$ cat src/scbg_pkg.sv
package scbg_pkg;

	// ----------------------------------------------------------------
	// Register offsets (byte addresses)
	// ----------------------------------------------------------------
	localparam logic [7:0] SCBG_ADDR_RELOAD = 8'h00; // Reload value
	localparam logic [7:0] SCBG_ADDR_CTRL   = 8'h04; // Control
	localparam logic [7:0] SCBG_ADDR_STATUS = 8'h08; // Status

	// ----------------------------------------------------------------
	// Field layout and reset values
	// ----------------------------------------------------------------
	localparam int unsigned SCBG_RELOAD_W        = 16;       // Implemented reload bits
	localparam logic [15:0] SCBG_RELOAD_RST      = 16'h0000; // Reload after reset
	localparam int unsigned SCBG_CTRL_EN_BIT     = 0;        // Generator enable
	localparam logic        SCBG_CTRL_EN_RST     = 1'b0;     // Disabled after reset
	localparam int unsigned SCBG_STAT_SCL_BIT    = 0;        // Generated clock level
	localparam int unsigned SCBG_STAT_RUN_BIT    = 1;        // Generator running
	localparam int unsigned SCBG_STAT_LINE_BIT   = 2;        // Sampled line level

	// ----------------------------------------------------------------
	// Timing
	// ----------------------------------------------------------------
	localparam int unsigned SCBG_CLK_KHZ   = 10000; // Peripheral bus clock rate
	localparam int unsigned SCBG_DELAY_NS  = 130;   // Fixed line delay term
	// Least time, so round the cycle count up
	localparam int unsigned SCBG_DELAY_CYC = (SCBG_DELAY_NS * SCBG_CLK_KHZ + 999999) / 1000000;
	localparam int unsigned SCBG_DLY_W     = 4;     // Width of delay counter

	// ----------------------------------------------------------------
	// Clock phases, Gray coded along idle -> low -> rise -> high
	// ----------------------------------------------------------------
	typedef enum logic [1:0] {
		SCBG_IDLE = 2'b00,
		SCBG_LOW  = 2'b01,
		SCBG_RISE = 2'b11,
		SCBG_HIGH = 2'b10
	} scbg_phase_type;

endpackage

$ cat src/scbg_baud_gen.sv
`timescale 1ns/1ps

// Operation
// - Sixteen-bit reload value divides the bus clock
// - Counter rolls over once in each low and each high phase
// - Period is twice reload, two, plus delay
// - Upper sixteen reload bits read as zero
module scbg_baud_gen
	import scbg_pkg::*;
#(
	parameter int unsigned RELOAD_W = SCBG_RELOAD_W // Reload width
)(
	// Clock and reset
	input  logic        pclk,
	input  logic        presetn,
	// APB slave
	input  logic        psel,
	input  logic        penable,
	input  logic        pwrite,
	input  logic [7:0]  paddr,
	input  logic [31:0] pwdata,
	output logic [31:0] prdata,
	output logic        pready,
	output logic        pslverr,
	// Serial clock pin, open drain
	input  logic        scl_i,
	output logic        scl_o,
	output logic        scl_oe
);

	// ----------------------------------------------------------------
	// Parameter check
	// ----------------------------------------------------------------
	generate
		if (RELOAD_W < 3 || RELOAD_W > SCBG_RELOAD_W) begin : g_bad_width
			$error("Reload width must lie between 3 and 16");
		end
	endgenerate

	// ----------------------------------------------------------------
	// State
	// ----------------------------------------------------------------
	typedef struct packed {
		logic [RELOAD_W-1:0]   reload; // Stored reload value
		logic                  en;     // Generator enable
		scbg_phase_type        phase;  // Current clock phase
		logic                  scl;    // Released level of the clock
		logic                  oe;     // Line driven low
		logic [SCBG_DLY_W-1:0] dly;    // Rise delay count
		logic [31:0]           rdata;  // Read data to bus
		logic                  rdy;    // Bus ready
		logic                  err;    // Bus error
		logic [RELOAD_W-1:0]   hcnt;   // Cycles spent high, checking only
		logic [RELOAD_W-1:0]   href;   // Reload seen on entering high
	} scbg_state_type;

	scbg_state_type st_q;
	scbg_state_type st_d;

	// Counter control and status
	logic load;      // Reload counter from stored value
	logic run;       // Counter running in a phase
	logic rollover;  // Counter hit zero this cycle
	logic line_lvl;  // Synchronised clock line level

	// Bus decode
	logic setup;     // First cycle of a transfer
	logic wr_done;   // Write completes this edge

	// ----------------------------------------------------------------
	// Sub-blocks
	// ----------------------------------------------------------------

	// Line readback through two flops
	scbg_sync2 u_sync (
		.pclk     (pclk),
		.presetn  (presetn),
		.async_in (scl_i),
		.sync_out (line_lvl)
	);

	// Phase length counter
	scbg_reload_counter #(
		.WIDTH (RELOAD_W)
	) u_cnt (
		.pclk       (pclk),
		.presetn    (presetn),
		.load       (load),
		.run        (run),
		.load_value (st_q.reload),
		.rollover   (rollover)
	);

	// Counter idles loaded, runs only in the timed phases
	assign load = (st_q.phase == SCBG_IDLE) || (st_q.phase == SCBG_RISE);
	assign run  = st_q.en && ((st_q.phase == SCBG_LOW) || (st_q.phase == SCBG_HIGH));

	// ----------------------------------------------------------------
	// Bus decode
	// ----------------------------------------------------------------
	assign setup   = psel && !penable && !st_q.rdy;
	assign wr_done = psel && penable && st_q.rdy && pwrite;

	// ----------------------------------------------------------------
	// Next state
	// ----------------------------------------------------------------

	// Bus answers, register writes and phase sequencing
	always_comb begin
		st_d       = st_q;
		st_d.rdy   = 1'b0;
		st_d.err   = 1'b0;
		st_d.rdata = '0;

		// Setup cycle: prepare answer for the access phase
		if (setup) begin
			st_d.rdy = 1'b1;
			case (paddr)
				SCBG_ADDR_RELOAD: begin
					// Unimplemented upper bits read as zero
					st_d.rdata[RELOAD_W-1:0] = st_q.reload;
				end
				SCBG_ADDR_CTRL: begin
					st_d.rdata[SCBG_CTRL_EN_BIT] = st_q.en;
				end
				SCBG_ADDR_STATUS: begin
					st_d.rdata[SCBG_STAT_SCL_BIT]  = st_q.scl;
					st_d.rdata[SCBG_STAT_RUN_BIT]  = (st_q.phase != SCBG_IDLE);
					st_d.rdata[SCBG_STAT_LINE_BIT] = line_lvl;
				end
				default: begin
					// Unmapped address answers with an error
					st_d.err = 1'b1;
				end
			endcase
		end

		// Access phase end: writes take effect
		if (wr_done) begin
			case (paddr)
				SCBG_ADDR_RELOAD: begin
					// Taken at once, used at the next reload
					st_d.reload = pwdata[RELOAD_W-1:0];
				end
				SCBG_ADDR_CTRL: begin
					st_d.en = pwdata[SCBG_CTRL_EN_BIT];
				end
				default: begin
					// Read-only or unmapped: ignored
				end
			endcase
		end

		// High time bookkeeping for checking
		st_d.hcnt = (st_q.phase == SCBG_HIGH) ? st_q.hcnt + 1'b1 : '0;

		// Clock phase sequencing
		case (st_q.phase)
			SCBG_IDLE: begin
				// Released line, start low phase on enable
				st_d.scl = 1'b1;
				if (st_q.en) begin
					st_d.phase = SCBG_LOW;
					st_d.scl   = 1'b0;
				end
			end
			SCBG_LOW: begin
				// First rollover ends the low phase
				if (rollover) begin
					st_d.phase = SCBG_RISE;
					st_d.scl   = 1'b1;
					st_d.dly   = '0;
				end
			end
			SCBG_RISE: begin
				// Fixed delay term added once per period
				st_d.href = st_q.reload;
				if (st_q.dly == SCBG_DLY_W'(SCBG_DELAY_CYC - 1)) begin
					st_d.phase = SCBG_HIGH;
				end else begin
					st_d.dly = st_q.dly + 1'b1;
				end
			end
			SCBG_HIGH: begin
				// Second rollover ends the period
				if (rollover) begin
					st_d.phase = SCBG_LOW;
					st_d.scl   = 1'b0;
				end
			end
			default: begin
				st_d.phase = SCBG_IDLE;
				st_d.scl   = 1'b1;
			end
		endcase

		// Disabled: no phase advance, line released
		if (!st_q.en) begin
			st_d.phase = SCBG_IDLE;
			st_d.scl   = 1'b1;
		end

		// Drive enable registered with the level, so the pin comes from a flop
		st_d.oe = !st_d.scl;
	end

	// ----------------------------------------------------------------
	// State register
	// ----------------------------------------------------------------

	// Single register for all block state
	always_ff @(posedge pclk or negedge presetn) begin
		if (!presetn) begin
			st_q <= '{reload: RELOAD_W'(SCBG_RELOAD_RST),
			          en:     SCBG_CTRL_EN_RST,
			          phase:  SCBG_IDLE,
			          scl:    1'b1,
			          oe:     1'b0,
			          dly:    '0,
			          rdata:  '0,
			          rdy:    1'b0,
			          err:    1'b0,
			          hcnt:   '0,
			          href:   '0};
		end else begin
			st_q <= st_d;
		end
	end

	// ----------------------------------------------------------------
	// Outputs
	// ----------------------------------------------------------------
	assign prdata  = st_q.rdata;
	assign pready  = st_q.rdy;
	assign pslverr = st_q.err;
	assign scl_o   = st_q.scl;
	assign scl_oe  = st_q.oe;
endmodule

$ cat src/scbg_reload_counter.sv
`timescale 1ns/1ps

module scbg_reload_counter
	import scbg_pkg::*;
#(
	parameter int unsigned WIDTH = SCBG_RELOAD_W // Counter width
)(
	// Clock and reset
	input  logic             pclk,
	input  logic             presetn,
	// Control
	input  logic             load,       // Force a reload
	input  logic             run,        // Count down when high
	input  logic [WIDTH-1:0] load_value, // Value taken on reload
	// Status
	output logic             rollover    // Count reached zero while running
);

	// ----------------------------------------------------------------
	// State
	// ----------------------------------------------------------------
	typedef struct packed {
		logic [WIDTH-1:0] cnt; // Down counter
	} scbg_cnt_type;

	scbg_cnt_type st_q;
	scbg_cnt_type st_d;

	// Zero while running ends this phase
	assign rollover = run && (st_q.cnt == '0);

	// Reload on request or rollover, else count down while running, else hold
	always_comb begin
		st_d = st_q;
		if (load || rollover) begin
			st_d.cnt = load_value;
		end else if (run) begin
			st_d.cnt = st_q.cnt - 1'b1;
		end
	end

	// Register the count
	always_ff @(posedge pclk or negedge presetn) begin
		if (!presetn) begin
			st_q <= '{cnt: '0};
		end else begin
			st_q <= st_d;
		end
	end

endmodule

$ cat src/scbg_sync2.sv
`timescale 1ns/1ps

module scbg_sync2
	import scbg_pkg::*;
(
	// Clock and reset
	input  logic pclk,
	input  logic presetn,
	// Asynchronous level in, synchronised level out
	input  logic async_in,
	output logic sync_out
);

	// ----------------------------------------------------------------
	// State
	// ----------------------------------------------------------------
	typedef struct packed {
		logic first;  // First stage, read only by second
		logic second; // Second stage, safe to use
	} scbg_sync_type;

	scbg_sync_type st_q;
	scbg_sync_type st_d;

	// Shift the level through both stages
	always_comb begin
		st_d        = st_q;
		st_d.first  = async_in;
		st_d.second = st_q.first;
	end

	// Register the stages, line idles high
	always_ff @(posedge pclk or negedge presetn) begin
		if (!presetn) begin
			st_q <= '{first: 1'b1, second: 1'b1};
		end else begin
			st_q <= st_d;
		end
	end

	assign sync_out = st_q.second;

endmodule

$ cat config.mk
export PLATFORM = sky130hd
export DESIGN_NAME = scbg_baud_gen
export DESIGN_NICKNAME = d
export VERILOG_FILES = /design/src/scbg_pkg.sv /design/src/scbg_baud_gen.sv /design/src/scbg_reload_counter.sv /design/src/scbg_sync2.sv
export SDC_FILE = /design/constraint.sdc
export NUM_CORES = 1
export LEC_CHECK = 0
export BUFFER_PORTS_ARGS = -buffer_cell sky130_fd_sc_hd__buf_2
export CORE_MARGIN = 1
export CORE_UTILIZATION = 46
export CTS_CLUSTER_SIZE = 40
export DETAILED_ROUTE_END_ITERATION = 8
export PLACE_DENSITY = 0.71
export SLEW_MARGIN = 10
export SYNTH_ARGS = -nofsm -noshare
export SYNTH_HDL_FRONTEND = slang
export SYNTH_SLANG_ARGS = --single-unit
$ cat constraint.sdc
create_clock -name pclk -period 2.19 [get_ports pclk]
set_input_delay 0.3285 -clock pclk [delete_from_list [all_inputs] [get_ports pclk]]
set_output_delay 0.3285 -clock pclk [all_outputs]
set_load 0.02 [all_outputs]
==> summary.md, run 1 <==
| Metric | Value |
|---|---|
| Crit path DAT | 2350 ps |
| Sequential share of power | 0.512 |
| Combinational share of power | 0.048 |
| CP max stage cell | dfrtp_1 |
| Asr flop ratio synth | 1.00 |
| Via count | 2025 |
| Ys Warns | 0 |
| Synth area leaders | dfrtp_1 48%, buf_4 8.2%, mux2_2 6.7% |
| Worst Setup End Kind | flip-flop |
| Finish-stage setup viols | 0 |
| Cell area after synthesis | 3040 um2 |
| Clock sink count | 61 |
| CP Launch Type | flip-flop |
| Gpl congestion | 0.807 |
| ANT cells | 0 |
| DRT iter0 DRCs | 53 |
| Reg2reg start | st_q[73] |
| Hold EP | u_sync.st_d[0] |
| Final Cycle Share | 0.950 |
| Worst Hold Depth | 1 |
| Area share of the largest cell type after synthesis | 0.478 |
| Net count reported at finish | 383 |
| Multi-input logic area | 1270 um2 |
| Leakage power | 1.72 nW |
| Final Skew | 8.47 ps |
| PortBufs | 49 |
| Worst-path clk slew | 60 ps |
| Design Area, Final | 3460 um2 |
| Tmin final | 2080 ps |
| Layout area overhead | 13.8% |
| Worst path bufs/invs | 1 |
| Max cap viols | 0 |
| Register Area | 1530 um2 |
| R2r setup slk | 110 ps |
| Die H | 83.3 um |
| Post-synth top cells | 58 x dfrtp_1, 33 x buf_4, 24 x nand2_1 |
| Maximum clock path buffer count | 2 |
| Vias in the first global route | 1974 |
| # DRC | 0 |
| Global-route wire length before repair | 9.16 mm |
| Sequential cell area fraction in the yosys report | 0.504 |
| WP data required | 2460 ps |
| Final Routed Wirelength | 5.27 mm |
| Via density | 4.93 |
| Worst-skew pair later-pin latency | 340 ps |
| Antenna-violating nets left | 0 |
| Clock power frac | 0.441 |
| Count leader, synth | dfrtp_1 |
| Reg2Reg Capture Point | st_q[73] |
| Number of synthesized flops with an enable pin | 0 |
| Switch share | 0.226 |
| Non-Filler Instances | 411 |
| Post-synthesis cell type count | 48 |
| Syn_area_per_cell | 10.7 um2 |
| Crit Path Category | reg2reg |
| Hpwl dp | 3.82 mm |
| Placed Cells | 393 |
| Fillers | 572 |
| Placed inst area | 3230 um2 |
| Total core area | 6350 um2 |
| Number of core rows | 29 |
| Die ar. | 6930 um2 |
| Grt ovf | 0 |
| Largest net degree at the start of global routing | 31 |
| Num CTS Buffers | 9 |
| Min-Delay Path Class | in2reg |
| Pwr Density | 643 nW/um2 |
| Achievable Freq | 481 MHz |
| Share of cells above drive strength 1 | 0.305 |
| Max FO, Critical Path | 5 |
| Critical-path cell list | inv_1 -> ha_1 -> and4bb_2 -> nand4_4 -> or2_1 -> a2111oi_2 -> a31o_1 |
| Gr usage total | 0.168 |
| Hold Vio Cnt, Final | 0 |
| CTS root buf | clkbuf_8 |
| Run status | completed |
| Count of final max-slew check failures | 0 |
| CTS tree | built |
| Critical path depth | 7 |
| Post-synthesis cell count | 284 |
| Wire per inst | 12.8 um |
| Max VDD drop | 419 uV |
| Yosys top cell by area | dfrtp_1 |
| Final Util | 0.545 |
| Initial antenna violation count | 0 |
| Primary FF master, synth | dfrtp_1 |
| Internal power | 1.72 mW |
| FF+latch count, synth | 61 |
| R2r worst-path depth | 7 |
| Max stage delay on crit path | 390 ps |
| I/O pin count | 82 |
| H-tree levels | 3 |
| Startpoint of the worst hold path | scl_i |
| Die width | 83.3 um |
| Psw | 0.502 mW |
| Top delay family on crit path | simple AND/OR/NAND/NOR gates |
| First-pass DRT Iterations | 4 |
| Initial core utilization | 0.478 |
-- power by group through the flow --
stage | clock, mW | sequential (mW) | combinational, mW
6_report | 0.980 | 1.14 | 0.106
5_1_grt | 1.04 | 1.14 | 0.118
4_1_cts | 1.01 | 1.14 | 0.108
3_5_place_dp | 0 | 1.16 | 0.106
3_3_place_gp | 0 | 1.16 | 0.104
2_1_floorplan | 0 | 1.16 | 0.0641
-- worst register-to-register path, cell delays in order, from the launching register on --
cell       delay, ps
dfrtp_1          390
inv_1             80
ha_1             330
and4bb_2         320
nand4_4          140
or2_1            310
a2111oi_2        300
a31o_1           150
-- placed cells by master (no fill, tap or decap), types with 2 or more instances in the layout --
cell	n
dfrtp_1	58
buf_2	49
nand2_1	24
nor2_1	19
mux2_2	18
conb_1	16
o21ai_0	13
and2_1	13
xnor2_1	10
clkbuf_8	10
inv_1	9
ha_1	8
buf_4	8
nor3_1	7
nand3_1	7
o21ai_1	6
a21oi_1	5
xor2_1	4
mux2i_1	3
and3_1	3
dfstp_2	3
nor4_1	2
a31oi_1	2
o21a_1	2
o21ai_2	2
nor2b_1	2
clkbuf_1	2
clkinv_2	2
-- final cells by class --
type / instances / share of cell area
tap: 77 / 0.0279
sequential: 61 / 0.442
inverter: 9 / 0.00977
multi-input combinational: 189 / 0.367
clock inverter: 4 / 0.0137
timing repair buffer: 59 / 0.0970
clock buffer: 12 / 0.0420
-- how the worst max path moves through the flow --
stage	startpoint	endpoint	slack, ps
after CTS	st_q[73]	scl_o	70
after floorplan	st_q[72]	st_q[66]	270
after global placement	st_q[73]	scl_oe	160
after global routing	st_q[73]	st_q[73]	-2
final	st_q[73]	st_q[73]	110
after detailed placement	st_q[73]	scl_o	90
-- sequential cells by signal, indices dropped and copies added (netlist names) --
register,count
u_cnt.st_q,16
st_q,23
u_sync.st_d,1
u_sync.sync_out,1
scl_o,1
pslverr,1
pready,1
prdata,16
scl_oe,1
-- routing by layer --
| layer | wire, um | track usage |
|---|---|---|
| met1 | 2420 | 0.214 |
| met2 | 2590 | 0.269 |
| met3 | 167 | 0.0408 |
| met4 | 89 | 0.0846 |
| met5 | 0 | 0 |
-- through the flow --
| stage | setup slack (ps) | setup TNS, ps | hold slack, ps | power, mW |
|---|---|---|---|---|
| after floorplan | 273 | 0 | 32.9 | 1.23 |
| after global placement | 162 | 0 | 281 | 1.26 |
| after detailed placement | 91.7 | 0 | 279 | 1.26 |
| after CTS | 70.6 | 0 | 74.4 | 2.25 |
| after global routing | -1.89 | -1.89 | 77.6 | 2.30 |
| final | 111 | 0 | 87.2 | 2.22 |
-- kinds of logic (layout without fill, tap and decap cells) --
logic type | after synthesis | count (layout) | synth area share
other | 1 | 16 | 0.00123
AO/OA/AOI/OAI | 41 | 41 | 0.0848
multiplexers | 21 | 21 | 0.0766
XOR/XNOR | 14 | 14 | 0.0404
buffers and inverters | 49 | 84 | 0.103
adder cells (fa/ha/maj) | 8 | 8 | 0.0330
flip-flops | 61 | 61 | 0.504
AND/OR/NAND/NOR | 89 | 89 | 0.158
-- what timing repair did --
item / 4_1_cts / 5_1_grt
hold buffers: 1 / 0
endpoints found under the setup margin: 0 / 4
hold endpoints to repair: 15 / 0
resized for setup: 0 / 2
setup buffers: 0 / 1
Note: power is estimated with default switching activity, not from simulation.
==> run 2, diff against run 1 <==
--- a/config.mk
+++ b/config.mk
@@ -11,6 +11,7 @@
 export CTS_CLUSTER_SIZE = 40
 export DETAILED_ROUTE_END_ITERATION = 8
 export PLACE_DENSITY = 0.71
+export REMOVE_ABC_BUFFERS = 1
 export SLEW_MARGIN = 10
 export SYNTH_ARGS = -nofsm -noshare
 export SYNTH_HDL_FRONTEND = slang
==> run 2 against run 1 <==
Global-route usage increased by 0.21 points. Total power increased by 6.2%. Die area unchanged. Clock skew about the same. Sequential power about the same. Critical endpoint unchanged.
==> summary.md, run 2 (synthesis gave the netlist of run 1 again) <==
| Metric | Value |
|---|---|
| WP data required | 2460 ps (about the same) |
| R2r setup slk | 160 ps (+50 ps) |
| Max cap viols | 0 (unchanged) |
| Non-Filler Instances | 410 (-0.24%) |
| Achievable Freq | 492 MHz (+2.3%) |
| Maximum clock path buffer count | 2 (unchanged) |
| Die H | 83.3 um (unchanged) |
| Clock power frac | 0.474 (+0.033) |
| Hold slack | 44.4 ps (-42.7 ps) |
| R2r worst-path depth | 7 (unchanged) |
| DRT iter0 DRCs | 83 (+57%) |
| Hold Vio Cnt, Final | 0 (unchanged) |
| Worst Setup End Kind | flip-flop |
| Most frequent cells in the layout | 58 x dfrtp_1, 49 x buf_2, 24 x nand2_1 |
| Run status | completed |
| Register Area | 1530 um2 (unchanged) |
| Sequential share of power | 0.482 (-0.030) |
| First-pass DRT Iterations | 6 (+2) |
| Max_slew headroom | 0.525 |
| Final Skew | 8.22 ps (-0.243 ps) |
| Share of cells above drive strength 1 | 0.312 (+0.00692) |
| Global-route wire length before repair | 9.29 mm (+1.5%) |
| Combinational share of power | 0.044 (-0.004) |
| # DRC | 0 (unchanged) |
| Crit path DAT | 2300 ps (-50 ps) |
| Switch share | 0.210 (-0.0161) |
| Max VDD drop | 418 uV (-0.18%) |
| Worst-skew pair later-pin latency | 330 ps (about the same) |
| ANT cells | 0 (unchanged) |
| Min-Delay Path Class | in2async |
| Max FO, Critical Path | 5 (unchanged) |
| CTS tree | built |
| Placed inst area | 3230 um2 (-0.23%) |
| Finish-stage setup viols | 0 (unchanged) |
| Clock sink count | 61 (unchanged) |
| Final Routed Wirelength | 5.30 mm (+0.66%) |
| Gpl congestion | 0.818 (+1.4%) |
| Pwr Density | 678 nW/um2 (+5.4%) |
| Leakage power | 1.74 nW (+1.1%) |
| Number of core rows | 29 (unchanged) |
| Via count | 2041 (+0.79%) |
| Initial core utilization | 0.478 (unchanged) |
| Psw | 0.495 mW (-1.4%) |
| Via density | 4.98 (+1.0%) |
| CTS root buf | clkbuf_8 |
| Internal power | 1.87 mW (+8.4%) |
| Net count reported at finish | 382 (-0.26%) |
| Total core area | 6350 um2 (unchanged) |
| Wire per inst | 12.9 um (+0.91%) |
| Largest Register | st_q |
| Antenna-violating nets left | 0 (unchanged) |
| Num CTS Buffers | 9 (unchanged) |
| Largest net degree at the start of global routing | 34 (+9.7%) |
| PortBufs | 49 (unchanged) |
| Design Area, Final | 3480 um2 (+0.72%) |
| Fillers | 573 (+0.17%) |
| Max reg flops | 23 (unchanged) |
| RSZ-0062 raised after global routing | no |
| Multi-input logic area | 1270 um2 (+0.20%) |
| Die ar. | 6930 um2 (unchanged) |
| Worst Max-Slew Pin Slew | 712 ps |
| Crit Path Category | reg2reg |
| Hpwl dp | 3.65 mm (-4.7%) |
| CP Launch Type | flip-flop |
| Worst-path clk slew | 70 ps (about the same) |
| Final Util | 0.549 (+0.00394) |
| Layout area overhead | 14.7% |
| Gr usage total | 0.171 (+0.00212) |
| Die width | 83.3 um (unchanged) |
| Initial antenna violation count | 0 (unchanged) |
| Placed Cells | 392 (-0.25%) |
| Vias in the first global route | 2101 (+6.4%) |
| H-tree levels | 3 (unchanged) |
| Count of final max-slew check failures | 0 (unchanged) |
| Grt ovf | 0 (unchanged) |
| Tmin final | 2030 ps (-47.0 ps) |
| I/O pin count | 82 (unchanged) |
| Final Cycle Share | 0.928 (-0.0215) |
| Commonest non-fill, non-tap cell in the layout | dfrtp_1 |
| Hold_buf cts | 0 (-1) |
## run 2: cell count changes in the layout (fill, tap and decap cells not counted)
cell           change
or2_1              -1
clkbuf_8           +1
clkinvlp_4         -1
bufinv_16          +1
dlygate4sd3_1      -1
clkbuf_1           -1
or2_4              +1
## run 2: power by group through the flow
stage / clock, mW / combinational [mW] / sequential [mW]
global route: 1.21 / 0.116 / 1.14
finish: 1.12 / 0.103 / 1.14
global placement: 0 / 0.104 / 1.16
CTS: 1.16 / 0.106 / 1.14
floorplan: 0 / 0.0396 / 1.16
detailed placement: 0 / 0.105 / 1.16
## run 2: final cells by class
| type | instances | area share |
|---|---|---|
| multi-input cells | 189 | 0.365 |
| flip-flops and latches | 61 | 0.439 |
| repair buffers | 58 | 0.0934 |
| well taps | 77 | 0.0277 |
| clock buffers | 12 | 0.0445 |
| inverters | 9 | 0.00970 |
| clock inverters | 4 | 0.0201 |
## run 2: worst paths after layout
check	from	to
setup / recovery	st_q[72]	st_q[73]
hold / removal	presetn	st_q[69]
setup reg to reg	st_q[72]	st_q[73]
hold reg to reg	u_sync.st_d[0]	u_sync.sync_out
max in group asynchronous	presetn	st_q[82]
min in group pclk	scl_i	u_sync.st_d[0]
## run 2: worst max-delay path, cell delays in order (launching register included)
cell,delay [ps]
dfrtp_1,370
inv_1,80
ha_1,330
and4bb_2,310
nand4_4,130
or2_4,300
a2111oi_2,290
a31o_1,140
## run 2: metal layers
| metal | vias up | global-route usage | part of all wire |
|---|---|---|---|
| met5 | - | 0 | 0 |
| met4 | 0 | 0.0611 | 0.014 |
| met3 | 8 | 0.0537 | 0.045 |
| met2 | 51 | 0.273 | 0.48 |
| met1 | 970 | 0.218 | 0.46 |
| li1 | 1012 | - | - |
## run 2: repair_timing
action,4_1_cts,5_1_grt
setup buffers,0,2
resized for setup,0,3
setup endpoints to repair,0,11
## run 2: metrics by stage
stage,TNS [ps],power (mW),setup WS [ps]
finish,0,2.36,158
floorplan,-4960,1.20,-480
CTS,0,2.40,80.6
global placement,0,1.26,160
global route,0,2.47,16.4
detailed placement,0,1.26,101
